## src/ead_pkg.sv

```systemverilog
// Shared constants, register map and carrier types for the external address detect port.
// Assumes a single 20 MHz system clock and a 32-bit Avalon-MM register bus.
package ead_pkg;

  // Register byte addresses.
  localparam logic [7:0] REG_CTRL = 8'h00;
  localparam logic [7:0] REG_PHYS_LO = 8'h04;
  localparam logic [7:0] REG_PHYS_HI = 8'h08;
  localparam logic [7:0] REG_LAF_LO = 8'h0c;
  localparam logic [7:0] REG_LAF_HI = 8'h10;
  localparam logic [7:0] REG_STATUS = 8'h14;

  // Control register field positions.
  localparam int CTRL_START = 0;
  localparam int CTRL_RX_DIS = 1;
  localparam int CTRL_TX_DIS = 2;
  localparam int CTRL_UCAST_DIS = 3;
  localparam int CTRL_RUNT = 4;
  localparam int CTRL_PORT_SEL = 5;
  localparam int CTRL_GSP_SEL = 6;
  localparam int CTRL_PROMISC = 15;
  localparam logic [31:0] CTRL_RESET = 32'h0000_0000;
  localparam logic [31:0] ZERO_WORD = 32'h0000_0000;

  // Status register field positions.
  localparam int STAT_ACTIVE = 0;
  localparam int STAT_ACCEPT = 1;
  localparam int STAT_REJECT = 2;
  localparam int STAT_OVF = 3;
  localparam int STAT_BYTES_LSB = 8;
  localparam int STAT_FRAMES_LSB = 16;

  // Frame geometry in bytes; LAST_BIT is the last bit index of a byte.
  localparam logic [6:0] WINDOW_BYTES = 7'h40;
  localparam logic [6:0] MIN_FRAME_BYTES = 7'h40;
  localparam logic [6:0] DEST_BYTES = 7'h06;
  localparam logic [2:0] LAST_BIT = 3'h7;

  // Reject pulse qualification time.
  localparam int REJ_PULSE_NS = 200;
  localparam int MCLK_PERIOD_NS = 50;
  localparam int REJ_CYCLES = (REJ_PULSE_NS + MCLK_PERIOD_NS - 1) / MCLK_PERIOD_NS;
  localparam logic [2:0] REJ_CNT = 3'(REJ_CYCLES);

  typedef struct packed {
    logic promisc;
    logic gsp_sel;
    logic port_sel;
    logic runt_accept;
    logic ucast_dis;
    logic tx_dis;
    logic rx_dis;
    logic start;
  } ead_cfg_s;

  typedef struct packed {
    logic last;
    logic keep;
    logic [7:0] data;
  } ead_word_s;

  typedef enum logic [2:0] {
    ST_IDLE = 3'b001,
    ST_HUNT = 3'b010,
    ST_DATA = 3'b100
  } ead_state_e;

  function automatic logic [31:0] ead_be_merge(input logic [31:0] old, input logic [31:0] nw,
                                               input logic [3:0] be);
    logic [31:0] r;
    r = old;
    for (int i = 0; i < 4; i++) begin
      if (be[i]) begin
        r[i*8 +: 8] = nw[i*8 +: 8];
      end
    end
    return r;
  endfunction

endpackage

```

## src/ead_sync.sv

```systemverilog
// Two-flop synchroniser for a group of asynchronous levels.
// Assumes each bit is a slow level; bits are not kept coherent with each other.
`timescale 1ns/1ns
module ead_sync #(
  parameter int W = 1
) (
  input wire logic i_mclk,
  input wire logic i_rst,
  input wire logic [W-1:0] i_d,
  output logic [W-1:0] o_q
);
  logic [W-1:0] meta;

  always_ff @(posedge i_mclk or posedge i_rst) begin
    if (i_rst) begin
      meta <= '0;
      o_q <= '0;
    end else begin
      meta <= i_d;
      o_q <= meta;
    end
  end
endmodule

```

## src/ead_fifo.sv

```systemverilog
// Synchronous FIFO with a registered output stage and valid/ready on both sides.
// Assumes one clock; o_ready falls only when the memory is full, whatever the output stage holds.
`timescale 1ns/1ns
module ead_fifo #(
  parameter int W = 10,
  parameter int DEPTH = 32
) (
  input wire logic i_mclk,
  input wire logic i_rst,
  input wire logic i_valid,
  output logic o_ready,
  input wire logic [W-1:0] i_data,
  output logic o_valid,
  input wire logic i_ready,
  output logic [W-1:0] o_data
);
  localparam int AW = $clog2(DEPTH);
  logic [W-1:0] mem [DEPTH];
  logic [AW:0] wptr;
  logic [AW:0] rptr;
  wire mem_empty = (wptr == rptr);
  wire mem_full = (wptr[AW] != rptr[AW]) && (wptr[AW-1:0] == rptr[AW-1:0]);
  wire load = !mem_empty && (!o_valid || i_ready);
  wire push = i_valid && !mem_full;

  assign o_ready = !mem_full;

  always_ff @(posedge i_mclk) begin
    if (push) begin
      mem[wptr[AW-1:0]] <= i_data;
    end
  end

  always_ff @(posedge i_mclk or posedge i_rst) begin
    if (i_rst) begin
      wptr <= '0;
      rptr <= '0;
      o_valid <= 1'b0;
      o_data <= '0;
    end else begin
      if (push) begin
        wptr <= wptr + 1'b1;
      end
      if (load) begin
        rptr <= rptr + 1'b1;
        o_data <= mem[rptr[AW-1:0]];
        o_valid <= 1'b1;
      end else if (i_ready) begin
        o_valid <= 1'b0;
      end
    end
  end
endmodule

```

## src/ead_port.sv

```systemverilog
// External address detect port: serial receive tap, byte strobe, reject input and frame filter.
// Assumes the receive clock, data and carrier pins are asynchronous to i_mclk and far slower.
// Received bytes and a per-frame trailer word leave through a FIFO toward the DMA side.
//
// The implementer's own choices: the register addresses and the Avalon-MM register port.
`timescale 1ns/1ns
// How it works
// RULE1: Port runs only when select bit set.
// RULE2: Tap decoder or general serial port source.
// RULE3: Receive clock out toggles only during frames.
// RULE4: Strobe rises on the delimiter's two ones.
// RULE5: Strobe then marks every byte boundary.
// RULE6: External logic deserialises and drives reject low.
// RULE7: Internal address match always accepts frame.
// RULE8: Frames failing internal compare keep being received.
// RULE9: Reject ignored after 64 bytes past delimiter.
// RULE10: With runts, reject before message completes.
// RULE11: Reject low pulse lasts at least 200 ns.
// RULE12: Promiscuous mode accepts all, ignores reject.
// RULE13: Unicast off, filter zero: unrejected frames only.
// RULE14: Port runs with start set; no DMA when disabled.
// RULE15: Reject within 512 bits limits to matches.
// RULE16: Reject synchronised, latched per frame, cleared at delimiter.
module ead_port #(
  parameter int FIFO_DEPTH = 32
) (
  input wire logic i_mclk,
  input wire logic i_rst,
  input wire logic [7:0] i_avs_address,
  input wire logic i_avs_read,
  input wire logic i_avs_write,
  input wire logic [31:0] i_avs_writedata,
  input wire logic [3:0] i_avs_byteenable,
  output logic [31:0] o_avs_readdata,
  output logic o_avs_waitrequest,
  input wire logic i_dec_rx_clk,
  input wire logic i_dec_rx_data,
  input wire logic i_dec_rx_active,
  input wire logic i_gsp_rx_clk,
  input wire logic i_gsp_rx_data,
  input wire logic i_gsp_rx_active,
  input wire logic [5:0] i_mcast_hash,
  input wire logic i_ext_reject_n,
  output logic o_serial_rx_clock_out,
  output logic o_serial_rx_data_out,
  output logic o_frame_byte_strobe,
  output logic o_rx_valid,
  input wire logic i_rx_ready,
  output ead_pkg::ead_word_s o_rx_word
);
  import ead_pkg::*;

  // Register file.
  logic [31:0] ctrl;
  logic [31:0] phys_lo;
  logic [15:0] phys_hi;
  logic [31:0] laf_lo;
  logic [31:0] laf_hi;
  logic ovf;
  logic [15:0] frame_cnt;
  logic last_accept;
  logic ack;

  // Link sampling.
  logic [6:0] pins_s;
  logic rclk_d;
  ead_state_e state;
  ead_state_e next_state;
  logic prev_bit;
  logic [2:0] bit_cnt;
  logic [6:0] byte_cnt;
  logic [7:0] shreg;
  logic match_ok;
  logic mcast;
  logic reject_latch;
  logic [2:0] low_cnt;
  logic end_pend;
  logic end_keep;

  wire ead_cfg_s cfg = '{promisc: ctrl[CTRL_PROMISC], gsp_sel: ctrl[CTRL_GSP_SEL],
                         port_sel: ctrl[CTRL_PORT_SEL], runt_accept: ctrl[CTRL_RUNT],
                         ucast_dis: ctrl[CTRL_UCAST_DIS], tx_dis: ctrl[CTRL_TX_DIS],
                         rx_dis: ctrl[CTRL_RX_DIS], start: ctrl[CTRL_START]};

  // Bus decode.
  wire req = i_avs_read || i_avs_write;
  wire sel_ctrl = (i_avs_address == REG_CTRL);
  wire sel_phys_lo = (i_avs_address == REG_PHYS_LO);
  wire sel_phys_hi = (i_avs_address == REG_PHYS_HI);
  wire sel_laf_lo = (i_avs_address == REG_LAF_LO);
  wire sel_laf_hi = (i_avs_address == REG_LAF_HI);
  wire sel_status = (i_avs_address == REG_STATUS);
  wire wr_take = i_avs_write && ack;
  wire rd_load = i_avs_read && !ack;
  wire [31:0] phys_hi_merged = ead_be_merge({16'h0000, phys_hi}, i_avs_writedata, i_avs_byteenable);
  wire [31:0] status_word = {frame_cnt, 1'b0, byte_cnt, 4'h0, ovf, reject_latch, last_accept,
                             (state != ST_IDLE)};
  wire [31:0] rd_mux = sel_ctrl ? ctrl :
                       sel_phys_lo ? phys_lo :
                       sel_phys_hi ? {16'h0000, phys_hi} :
                       sel_laf_lo ? laf_lo :
                       sel_laf_hi ? laf_hi :
                       sel_status ? status_word : ZERO_WORD;

  // One wait state on every access keeps read data registered.
  assign o_avs_waitrequest = req && !ack;

  always_ff @(posedge i_mclk or posedge i_rst) begin
    if (i_rst) begin
      ack <= 1'b0;
      o_avs_readdata <= ZERO_WORD;
    end else begin
      ack <= req && !ack;
      if (rd_load) begin
        o_avs_readdata <= rd_mux;
      end
    end
  end

  always_ff @(posedge i_mclk or posedge i_rst) begin
    if (i_rst) begin
      ctrl <= CTRL_RESET;
      phys_lo <= ZERO_WORD;
      phys_hi <= 16'h0000;
      laf_lo <= ZERO_WORD;
      laf_hi <= ZERO_WORD;
    end else if (wr_take) begin
      if (sel_ctrl) begin
        ctrl <= ead_be_merge(ctrl, i_avs_writedata, i_avs_byteenable);
      end else if (sel_phys_lo) begin
        phys_lo <= ead_be_merge(phys_lo, i_avs_writedata, i_avs_byteenable);
      end else if (sel_phys_hi) begin
        phys_hi <= phys_hi_merged[15:0];
      end else if (sel_laf_lo) begin
        laf_lo <= ead_be_merge(laf_lo, i_avs_writedata, i_avs_byteenable);
      end else if (sel_laf_hi) begin
        laf_hi <= ead_be_merge(laf_hi, i_avs_writedata, i_avs_byteenable);
      end
    end
  end

  // All link pins pass two flops before anything looks at them.
  ead_sync #(
    .W(7)
  ) u_sync (
    .i_mclk(i_mclk),
    .i_rst(i_rst),
    .i_d({i_gsp_rx_active, i_gsp_rx_data, i_gsp_rx_clk, i_ext_reject_n,
          i_dec_rx_active, i_dec_rx_data, i_dec_rx_clk}),
    .o_q(pins_s)
  );

  wire en = cfg.port_sel && cfg.start; // RULE1 RULE14
  wire rclk = cfg.gsp_sel ? pins_s[4] : pins_s[0]; // RULE2
  wire rdat = cfg.gsp_sel ? pins_s[5] : pins_s[1]; // RULE2
  wire ract = cfg.gsp_sel ? pins_s[6] : pins_s[2]; // RULE2
  wire rej_low = !pins_s[3];
  wire rise = rclk && !rclk_d && en;
  wire sfd_hit = (state == ST_HUNT) && rise && rdat && prev_bit; // RULE4
  wire byte_done = (state == ST_DATA) && rise && (bit_cnt == LAST_BIT);
  wire frame_end = (state == ST_DATA) && (next_state == ST_IDLE);
  wire [7:0] next_byte = {rdat, shreg[7:1]};
  wire in_window = (state == ST_DATA) && (byte_cnt < WINDOW_BYTES); // RULE9 RULE15
  wire deliver = !cfg.rx_dis; // RULE14

  // Internal filter; incoming frames are never cut short by a miss, so the reject window stays open.
  wire [47:0] phys48 = {phys_hi, phys_lo};
  wire [63:0] laf64 = {laf_hi, laf_lo};
  wire [7:0] phys_byte = phys48[byte_cnt[2:0]*8 +: 8];
  wire dest_done = (byte_cnt >= DEST_BYTES);
  wire phys_hit = dest_done && match_ok && !mcast && !cfg.ucast_dis; // RULE7 RULE13
  wire log_hit = dest_done && mcast && (laf64 != 64'h0) && laf64[i_mcast_hash]; // RULE7 RULE13
  wire long_enough = cfg.runt_accept || (byte_cnt >= MIN_FRAME_BYTES);
  wire accept = long_enough && (cfg.promisc || phys_hit || log_hit || !reject_latch); // RULE7 RULE12 RULE15

  always_comb begin
    next_state = state;
    case (state)
      ST_IDLE: begin
        if (en && ract) begin
          next_state = ST_HUNT;
        end
      end
      ST_HUNT: begin
        if (!en || !ract) begin
          next_state = ST_IDLE;
        end else if (sfd_hit) begin
          next_state = ST_DATA;
        end
      end
      ST_DATA: begin
        if (!en || !ract) begin
          next_state = ST_IDLE; // RULE8
        end
      end
      default: begin
        next_state = ST_IDLE;
      end
    endcase
  end

  always_ff @(posedge i_mclk or posedge i_rst) begin
    if (i_rst) begin
      state <= ST_IDLE;
      rclk_d <= 1'b0;
      prev_bit <= 1'b0;
    end else begin
      state <= next_state;
      rclk_d <= rclk;
      prev_bit <= (state == ST_HUNT) ? (rise ? rdat : prev_bit) : 1'b0;
    end
  end

  // Bit and byte framing after the delimiter.
  always_ff @(posedge i_mclk or posedge i_rst) begin
    if (i_rst) begin
      bit_cnt <= 3'h0;
      byte_cnt <= 7'h00;
      shreg <= 8'h00;
    end else if (sfd_hit) begin
      bit_cnt <= 3'h0;
      byte_cnt <= 7'h00;
    end else if ((state == ST_DATA) && rise) begin
      bit_cnt <= bit_cnt + 3'h1;
      shreg <= next_byte;
      if (byte_done && (byte_cnt != 7'h7f)) begin
        byte_cnt <= byte_cnt + 7'h01;
      end
    end
  end

  always_ff @(posedge i_mclk or posedge i_rst) begin
    if (i_rst) begin
      match_ok <= 1'b0;
      mcast <= 1'b0;
    end else if (sfd_hit) begin
      match_ok <= 1'b1;
      mcast <= 1'b0;
    end else if (byte_done && !dest_done) begin
      match_ok <= match_ok && (next_byte == phys_byte);
      if (byte_cnt == 7'h00) begin
        mcast <= next_byte[0];
      end
    end
  end

  // Pins out: strobe stands for one receive bit time at each boundary.
  always_ff @(posedge i_mclk or posedge i_rst) begin
    if (i_rst) begin
      o_frame_byte_strobe <= 1'b0;
      o_serial_rx_clock_out <= 1'b0;
      o_serial_rx_data_out <= 1'b0;
    end else begin
      if (sfd_hit || byte_done) begin
        o_frame_byte_strobe <= 1'b1; // RULE4 RULE5
      end else if (rise || !en || (state == ST_IDLE)) begin
        o_frame_byte_strobe <= 1'b0;
      end
      o_serial_rx_clock_out <= rclk && ract && en; // RULE3
      o_serial_rx_data_out <= rdat && en;
    end
  end

  // Reject must be seen low for the full pulse time inside the window.
  always_ff @(posedge i_mclk or posedge i_rst) begin
    if (i_rst) begin
      low_cnt <= 3'h0;
      reject_latch <= 1'b0;
    end else if (sfd_hit) begin
      low_cnt <= 3'h0;
      reject_latch <= 1'b0; // RULE16
    end else if (rej_low && in_window && !cfg.promisc) begin // RULE12
      if (low_cnt != REJ_CNT) begin
        low_cnt <= low_cnt + 3'h1; // RULE11
      end
      if (low_cnt == REJ_CNT - 3'h1) begin
        reject_latch <= 1'b1; // RULE16
      end
    end else begin
      low_cnt <= 3'h0;
    end
  end

  // Frame outcome and trailer word.
  wire push_byte = byte_done && deliver;
  wire push_end = end_pend && !push_byte;
  wire fifo_ready;
  wire ead_word_s push_word = push_byte ? ead_word_s'{last: 1'b0, keep: 1'b1, data: next_byte}
                                        : ead_word_s'{last: 1'b1, keep: end_keep, data: 8'h00};
  wire push_valid = push_byte || (push_end && deliver);
  wire ovf_set = push_valid && !fifo_ready;
  wire ovf_clr = wr_take && sel_status && i_avs_byteenable[0] && i_avs_writedata[STAT_OVF];

  always_ff @(posedge i_mclk or posedge i_rst) begin
    if (i_rst) begin
      end_pend <= 1'b0;
      end_keep <= 1'b0;
      last_accept <= 1'b0;
      frame_cnt <= 16'h0000;
      ovf <= 1'b0;
    end else begin
      if (frame_end) begin
        end_pend <= 1'b1;
        end_keep <= accept;
        last_accept <= accept;
        if (accept) begin
          frame_cnt <= frame_cnt + 16'h0001;
        end
      end else if (push_end) begin
        end_pend <= 1'b0;
      end
      if (ovf_set) begin
        ovf <= 1'b1;
      end else if (ovf_clr) begin
        ovf <= 1'b0;
      end
    end
  end

  wire fifo_out_valid;
  ead_fifo #(
    .W($bits(ead_word_s)),
    .DEPTH(FIFO_DEPTH)
  ) u_fifo (
    .i_mclk(i_mclk),
    .i_rst(i_rst),
    .i_valid(push_valid),
    .o_ready(fifo_ready),
    .i_data(push_word),
    .o_valid(fifo_out_valid),
    .i_ready(i_rx_ready && deliver),
    .o_data(o_rx_word)
  );
  assign o_rx_valid = fifo_out_valid && deliver; // RULE14
endmodule

```

## config.mk

```make
export PLATFORM = sky130hd
export DESIGN_NAME = ead_port
export DESIGN_NICKNAME = d
export VERILOG_FILES = /design/src/ead_pkg.sv /design/src/ead_sync.sv /design/src/ead_fifo.sv /design/src/ead_port.sv
export SDC_FILE = /design/constraint.sdc
export NUM_CORES = 1
export LEC_CHECK = 0
export BUFFER_PORTS_ARGS = -buffer_cell sky130_fd_sc_hd__buf_2
export CAP_MARGIN = 20
export CELL_PAD_IN_SITES_DETAIL_PLACEMENT = 0
export CELL_PAD_IN_SITES_GLOBAL_PLACEMENT = 1
export CORE_ASPECT_RATIO = 0.7
export CORE_MARGIN = 4
export CORE_UTILIZATION = 57
export CTS_CLUSTER_SIZE = 12
export DETAILED_ROUTE_END_ITERATION = 10
export GPL_ROUTABILITY_DRIVEN = 1
export PLACE_DENSITY = 0.81
export SYNTH_ARGS = -nofsm -noshare
export SYNTH_HDL_FRONTEND = slang
export SYNTH_SLANG_ARGS = --single-unit
```

## constraint.sdc

```tcl
create_clock -name i_mclk -period 17.9 [get_ports i_mclk]
set_input_delay 1.79 -clock i_mclk [delete_from_list [all_inputs] [get_ports i_mclk]]
set_output_delay 1.79 -clock i_mclk [all_outputs]
set_load 0.01 [all_outputs]
```

==> flow_metrics.py <==
metrics = {
    "worst_setup_path": {
        "cp_cell_sequence": "or3b_2 -> nor4_4 -> a21oi_1 -> nor3_2 -> nand2_1 -> nor2_1",
        "arrival_ps": 4620,
        "r2r-start": "state[2]$_DFF_PP0_",
        "endpoint_kind": "flop",
        "r2r_cells": 6,
        "path_class": "flop to flop",
        "start_kind": "flop",
        "critPathSlowestCell": "nor2_1",
        "required_ps": 18110,
        "reg2reg_to": "u_fifo.mem[3][0]$_DFFE_PP_",
        "max_stage_delay_ps": 930,
        "rrSetupSlack_ps": 13490,
        "critPathMaxFanout": 15,
    },
    "grt": {
        "grt_pass1_wl_um": 96140,
        "grt_start_max_net_pins": 124,
        "grt-ovfl-total": 0,
        "track_usage_pct": 27.77,
        "grt_pass1_vias": 14250,
        "antenna_found_initial": 4,
    },
    "floorplanning": {
        "dieArea_um2": 46980,
        "fp.coreArea_um2": 42640,
        "die_x_um": 257.4,
        "fp-row-count": 63,
        "die_y_um": 182.6,
        "io_pins": 109,
        "initial_core_util_pct": 58.18,
    },
    "route": {
        "via_count": 14850,
        "drtIter0Drc": 2106,
        "post_drt_wl_per_cell_um": 28.71,
        "final_antenna_net_count": 0,
        "firstDrtPassIters": 5,
        "viasPerCell": 6.539,
        "routed_wl_um": 65210,
        "drcViolationCount": 0,
    },
    "logic_synthesis": {
        "synth.top_cells.by_count": "edfxtp_1 (320), dfrtp_1 (263), mux2_2 (155)",
        "syn_area_um2": 24810,
        "synth_area_leaders": "edfxtp_1 (39%), dfrtp_1 (27%), mux4_2 (13%)",
        "mappedNetlistNets": 1608,
        "synth_cells": 1532,
        "synth_edf_count": 320,
        "yosysSeqAreaShare_pct": 65.36,
        "syn_avg_cell_area_um2": 16.20,
        "synth_flop_cell": "edfxtp_1",
        "synth_top_cell_area_share_pct": 38.73,
        "yosysMostFrequentCell": "edfxtp_1",
        "async_reset_ff_share_pct": 45.21,
        "ys_seq_elements": 584,
        "synth_top_area_cell": "edfxtp_1",
        "synth_cell_types": 59,
        "yosysWarnings": 0,
    },
    "clock_network": {
        "cts_tree": "done",
        "root_buffer": "clkbuf_16",
        "cts_buffer_depth": 3,
        "numCtsBuffers": 56,
        "post_cts_buffers": 0,
        "htree_levels": 2,
        "cts.sinks": 584,
        "cts_resized": 0,
        "cts_hold_buffers": 0,
        "clock_latency_ps": 600,
        "clk_pin_slew_ps": 60,
    },
    "hold_path": {
        "hold_path_end": "u_sync.o_q[5]$_DFF_PP0_",
        "hp-start": "u_sync.meta[5]$_DFF_PP0_",
        "hold-path-cell-count": 0,
        "hp-class": "flop to flop",
    },
    "finish": {
        "fin_cells": 2271,
        "post-route-cell-area_um2": 27670,
        "drive_gt1_share_pct": 30.07,
        "syn_to_final_growth_pct": 11.51,
        "utilization_pct": 64.88,
        "nNetsFinal": 1733,
        "antenna_cells": 0,
    },
    "timing": {
        "finClkSkew_ps": 17.42,
        "slew-limit-headroom_pct": 27.77,
        "setup_slack_ps": 13490,
        "hold_violations": 0,
        "report.final.slew_viol_count": 0,
        "fin_tns_setup_ps": 0,
        "max_freq_mhz": 226.9,
        "worstMarginPinSlew_ps": 1079,
        "period_share_pct": 24.62,
        "rsz0062_at_grt": "false",
        "report.final.setup_viol": 0,
        "period_needed_ps": 4406,
    },
    "power": {
        "vdd_drop_max_v": 0.00007932,
        "pwr_density_cell_nw_per_um2": 102.2,
        "p_leak_nw": 10.29,
    },
    "place": {
        "dpl.hpwl_um": 43980,
        "port_buffers": 108,
        "pre_cts_slack_ps": 13080,
        "place_area_um2": 25990,
        "dp_cells": 2179,
        "routabilityCongestion": 0.9781,
    },
    "outcome": {
        "status": "finished, final reports clean",
    },
    "run": {
        "max_cap_viol_count": 0,
    },
}
per-layer routing:
layer  vias to the layer above  share of wire [%]  track usage, %
met3                       117                 12           7.962
met4                         0                1.9           5.292
met2                       868                 41           36.73
met5                         -                  0               0
met1                      7702                 44           46.26
li1                       6164                  -               -
sequential cells by signal, indices dropped and copies added (netlist names), 3 cells and up:
name	count
laf_hi	32
o_avs_readdata	32
ctrl	32
bit_cnt	3
frame_cnt	16
state	3
byte_cnt	7
laf_lo	32
u_sync.o_q	7
shreg	7
phys_lo	32
low_cnt	3
u_sync.meta	7
u_fifo.wptr	6
u_fifo.mem	320
u_fifo.o_data	10
phys_hi	16
u_fifo.rptr	6
per-stage QoR:
stage / hold slack, ps / power [W]
floorplan: 331.2 / 0.001714
global placement: 335.7 / 0.001790
detailed placement: 336.3 / 0.001792
CTS: 355.7 / 0.002845
global route: 368.3 / 0.002933
finish: 354.9 / 0.002827
area by class of cell:
cell class,count,area (um2)
Fill cell,2951,14980
Clock buffer,79,1498
Multi-Input combinational cell,849,8215
Tap cell,585,732.0
Sequential cell,584,16220
Timing Repair Buffer,133,795.8
Inverter,33,131.4
Clock inverter,8,71.32
report_power, final:
part / leakage [nW] / switching [W] / internal (W)
registers: 6.10 / 0.0000575 / 0.00143
logic: 3.44 / 0.000146 / 0.000129
clock network: 0.758 / 0.000490 / 0.000577
logic make-up after synthesis:
| kind of cell | Yosys count | synth area share (%) |
|---|---|---|
| adders and majority gates | 14 | 0.7060 |
| DFF | 584 | 65.36 |
| xor gates and xnor gates | 43 | 1.548 |
| buffers and inverters | 99 | 1.588 |
| muxes | 333 | 21.17 |
| AOI/OAI and AO/OA | 158 | 4.019 |
| and+or+nand+nor | 301 | 5.603 |
critical path: cells and delay by family (launching register included):
kind / cells / cell delay (ps)
simple gates: 5 / 3230
flops: 1 / 440
compound gates: 1 / 330
placed cells by master (no fill, tap or decap), types with 4 or more instances in the layout:
cell type / count
buf_4: 21
nand2_1: 95
mux4_2: 138
nand3_1: 24
a211oi_1: 4
a31oi_1: 4
buf_2: 108
dfrtp_1: 261
nand2b_1: 4
nand4_1: 11
and3_1: 8
edfxtp_1: 320
xnor2_1: 19
nor2_1: 101
o21ai_0: 58
ha_1: 14
mux2i_1: 40
and2_1: 7
xor2_1: 23
nor4_1: 20
inv_1: 32
a221oi_1: 5
clkbuf_1: 22
nor3_1: 9
a22oi_1: 26
o22ai_1: 12
clkbuf_16: 56
a21oi_1: 26
mux2_2: 155
worst max-delay path by stage:
stage	start	end	slack, ps	depth (start not counted)
after floorplan	i_rst	ack$_DFF_PP0_	8840	1
after global placement	i_avs_address[1]	laf_hi[9]$_DFFE_PP0P_	13130	6
after detailed placement	i_avs_address[1]	laf_hi[10]$_DFFE_PP0P_	13080	6
after CTS	state[2]$_DFF_PP0_	u_fifo.mem[11][4]$_DFFE_PP_	13550	6
after global routing	state[2]$_DFF_PP0_	u_fifo.mem[11][4]$_DFFE_PP_	13310	6
final	state[2]$_DFF_PP0_	u_fifo.mem[3][0]$_DFFE_PP_	13490	6
(Power assumes the default switching activity.)
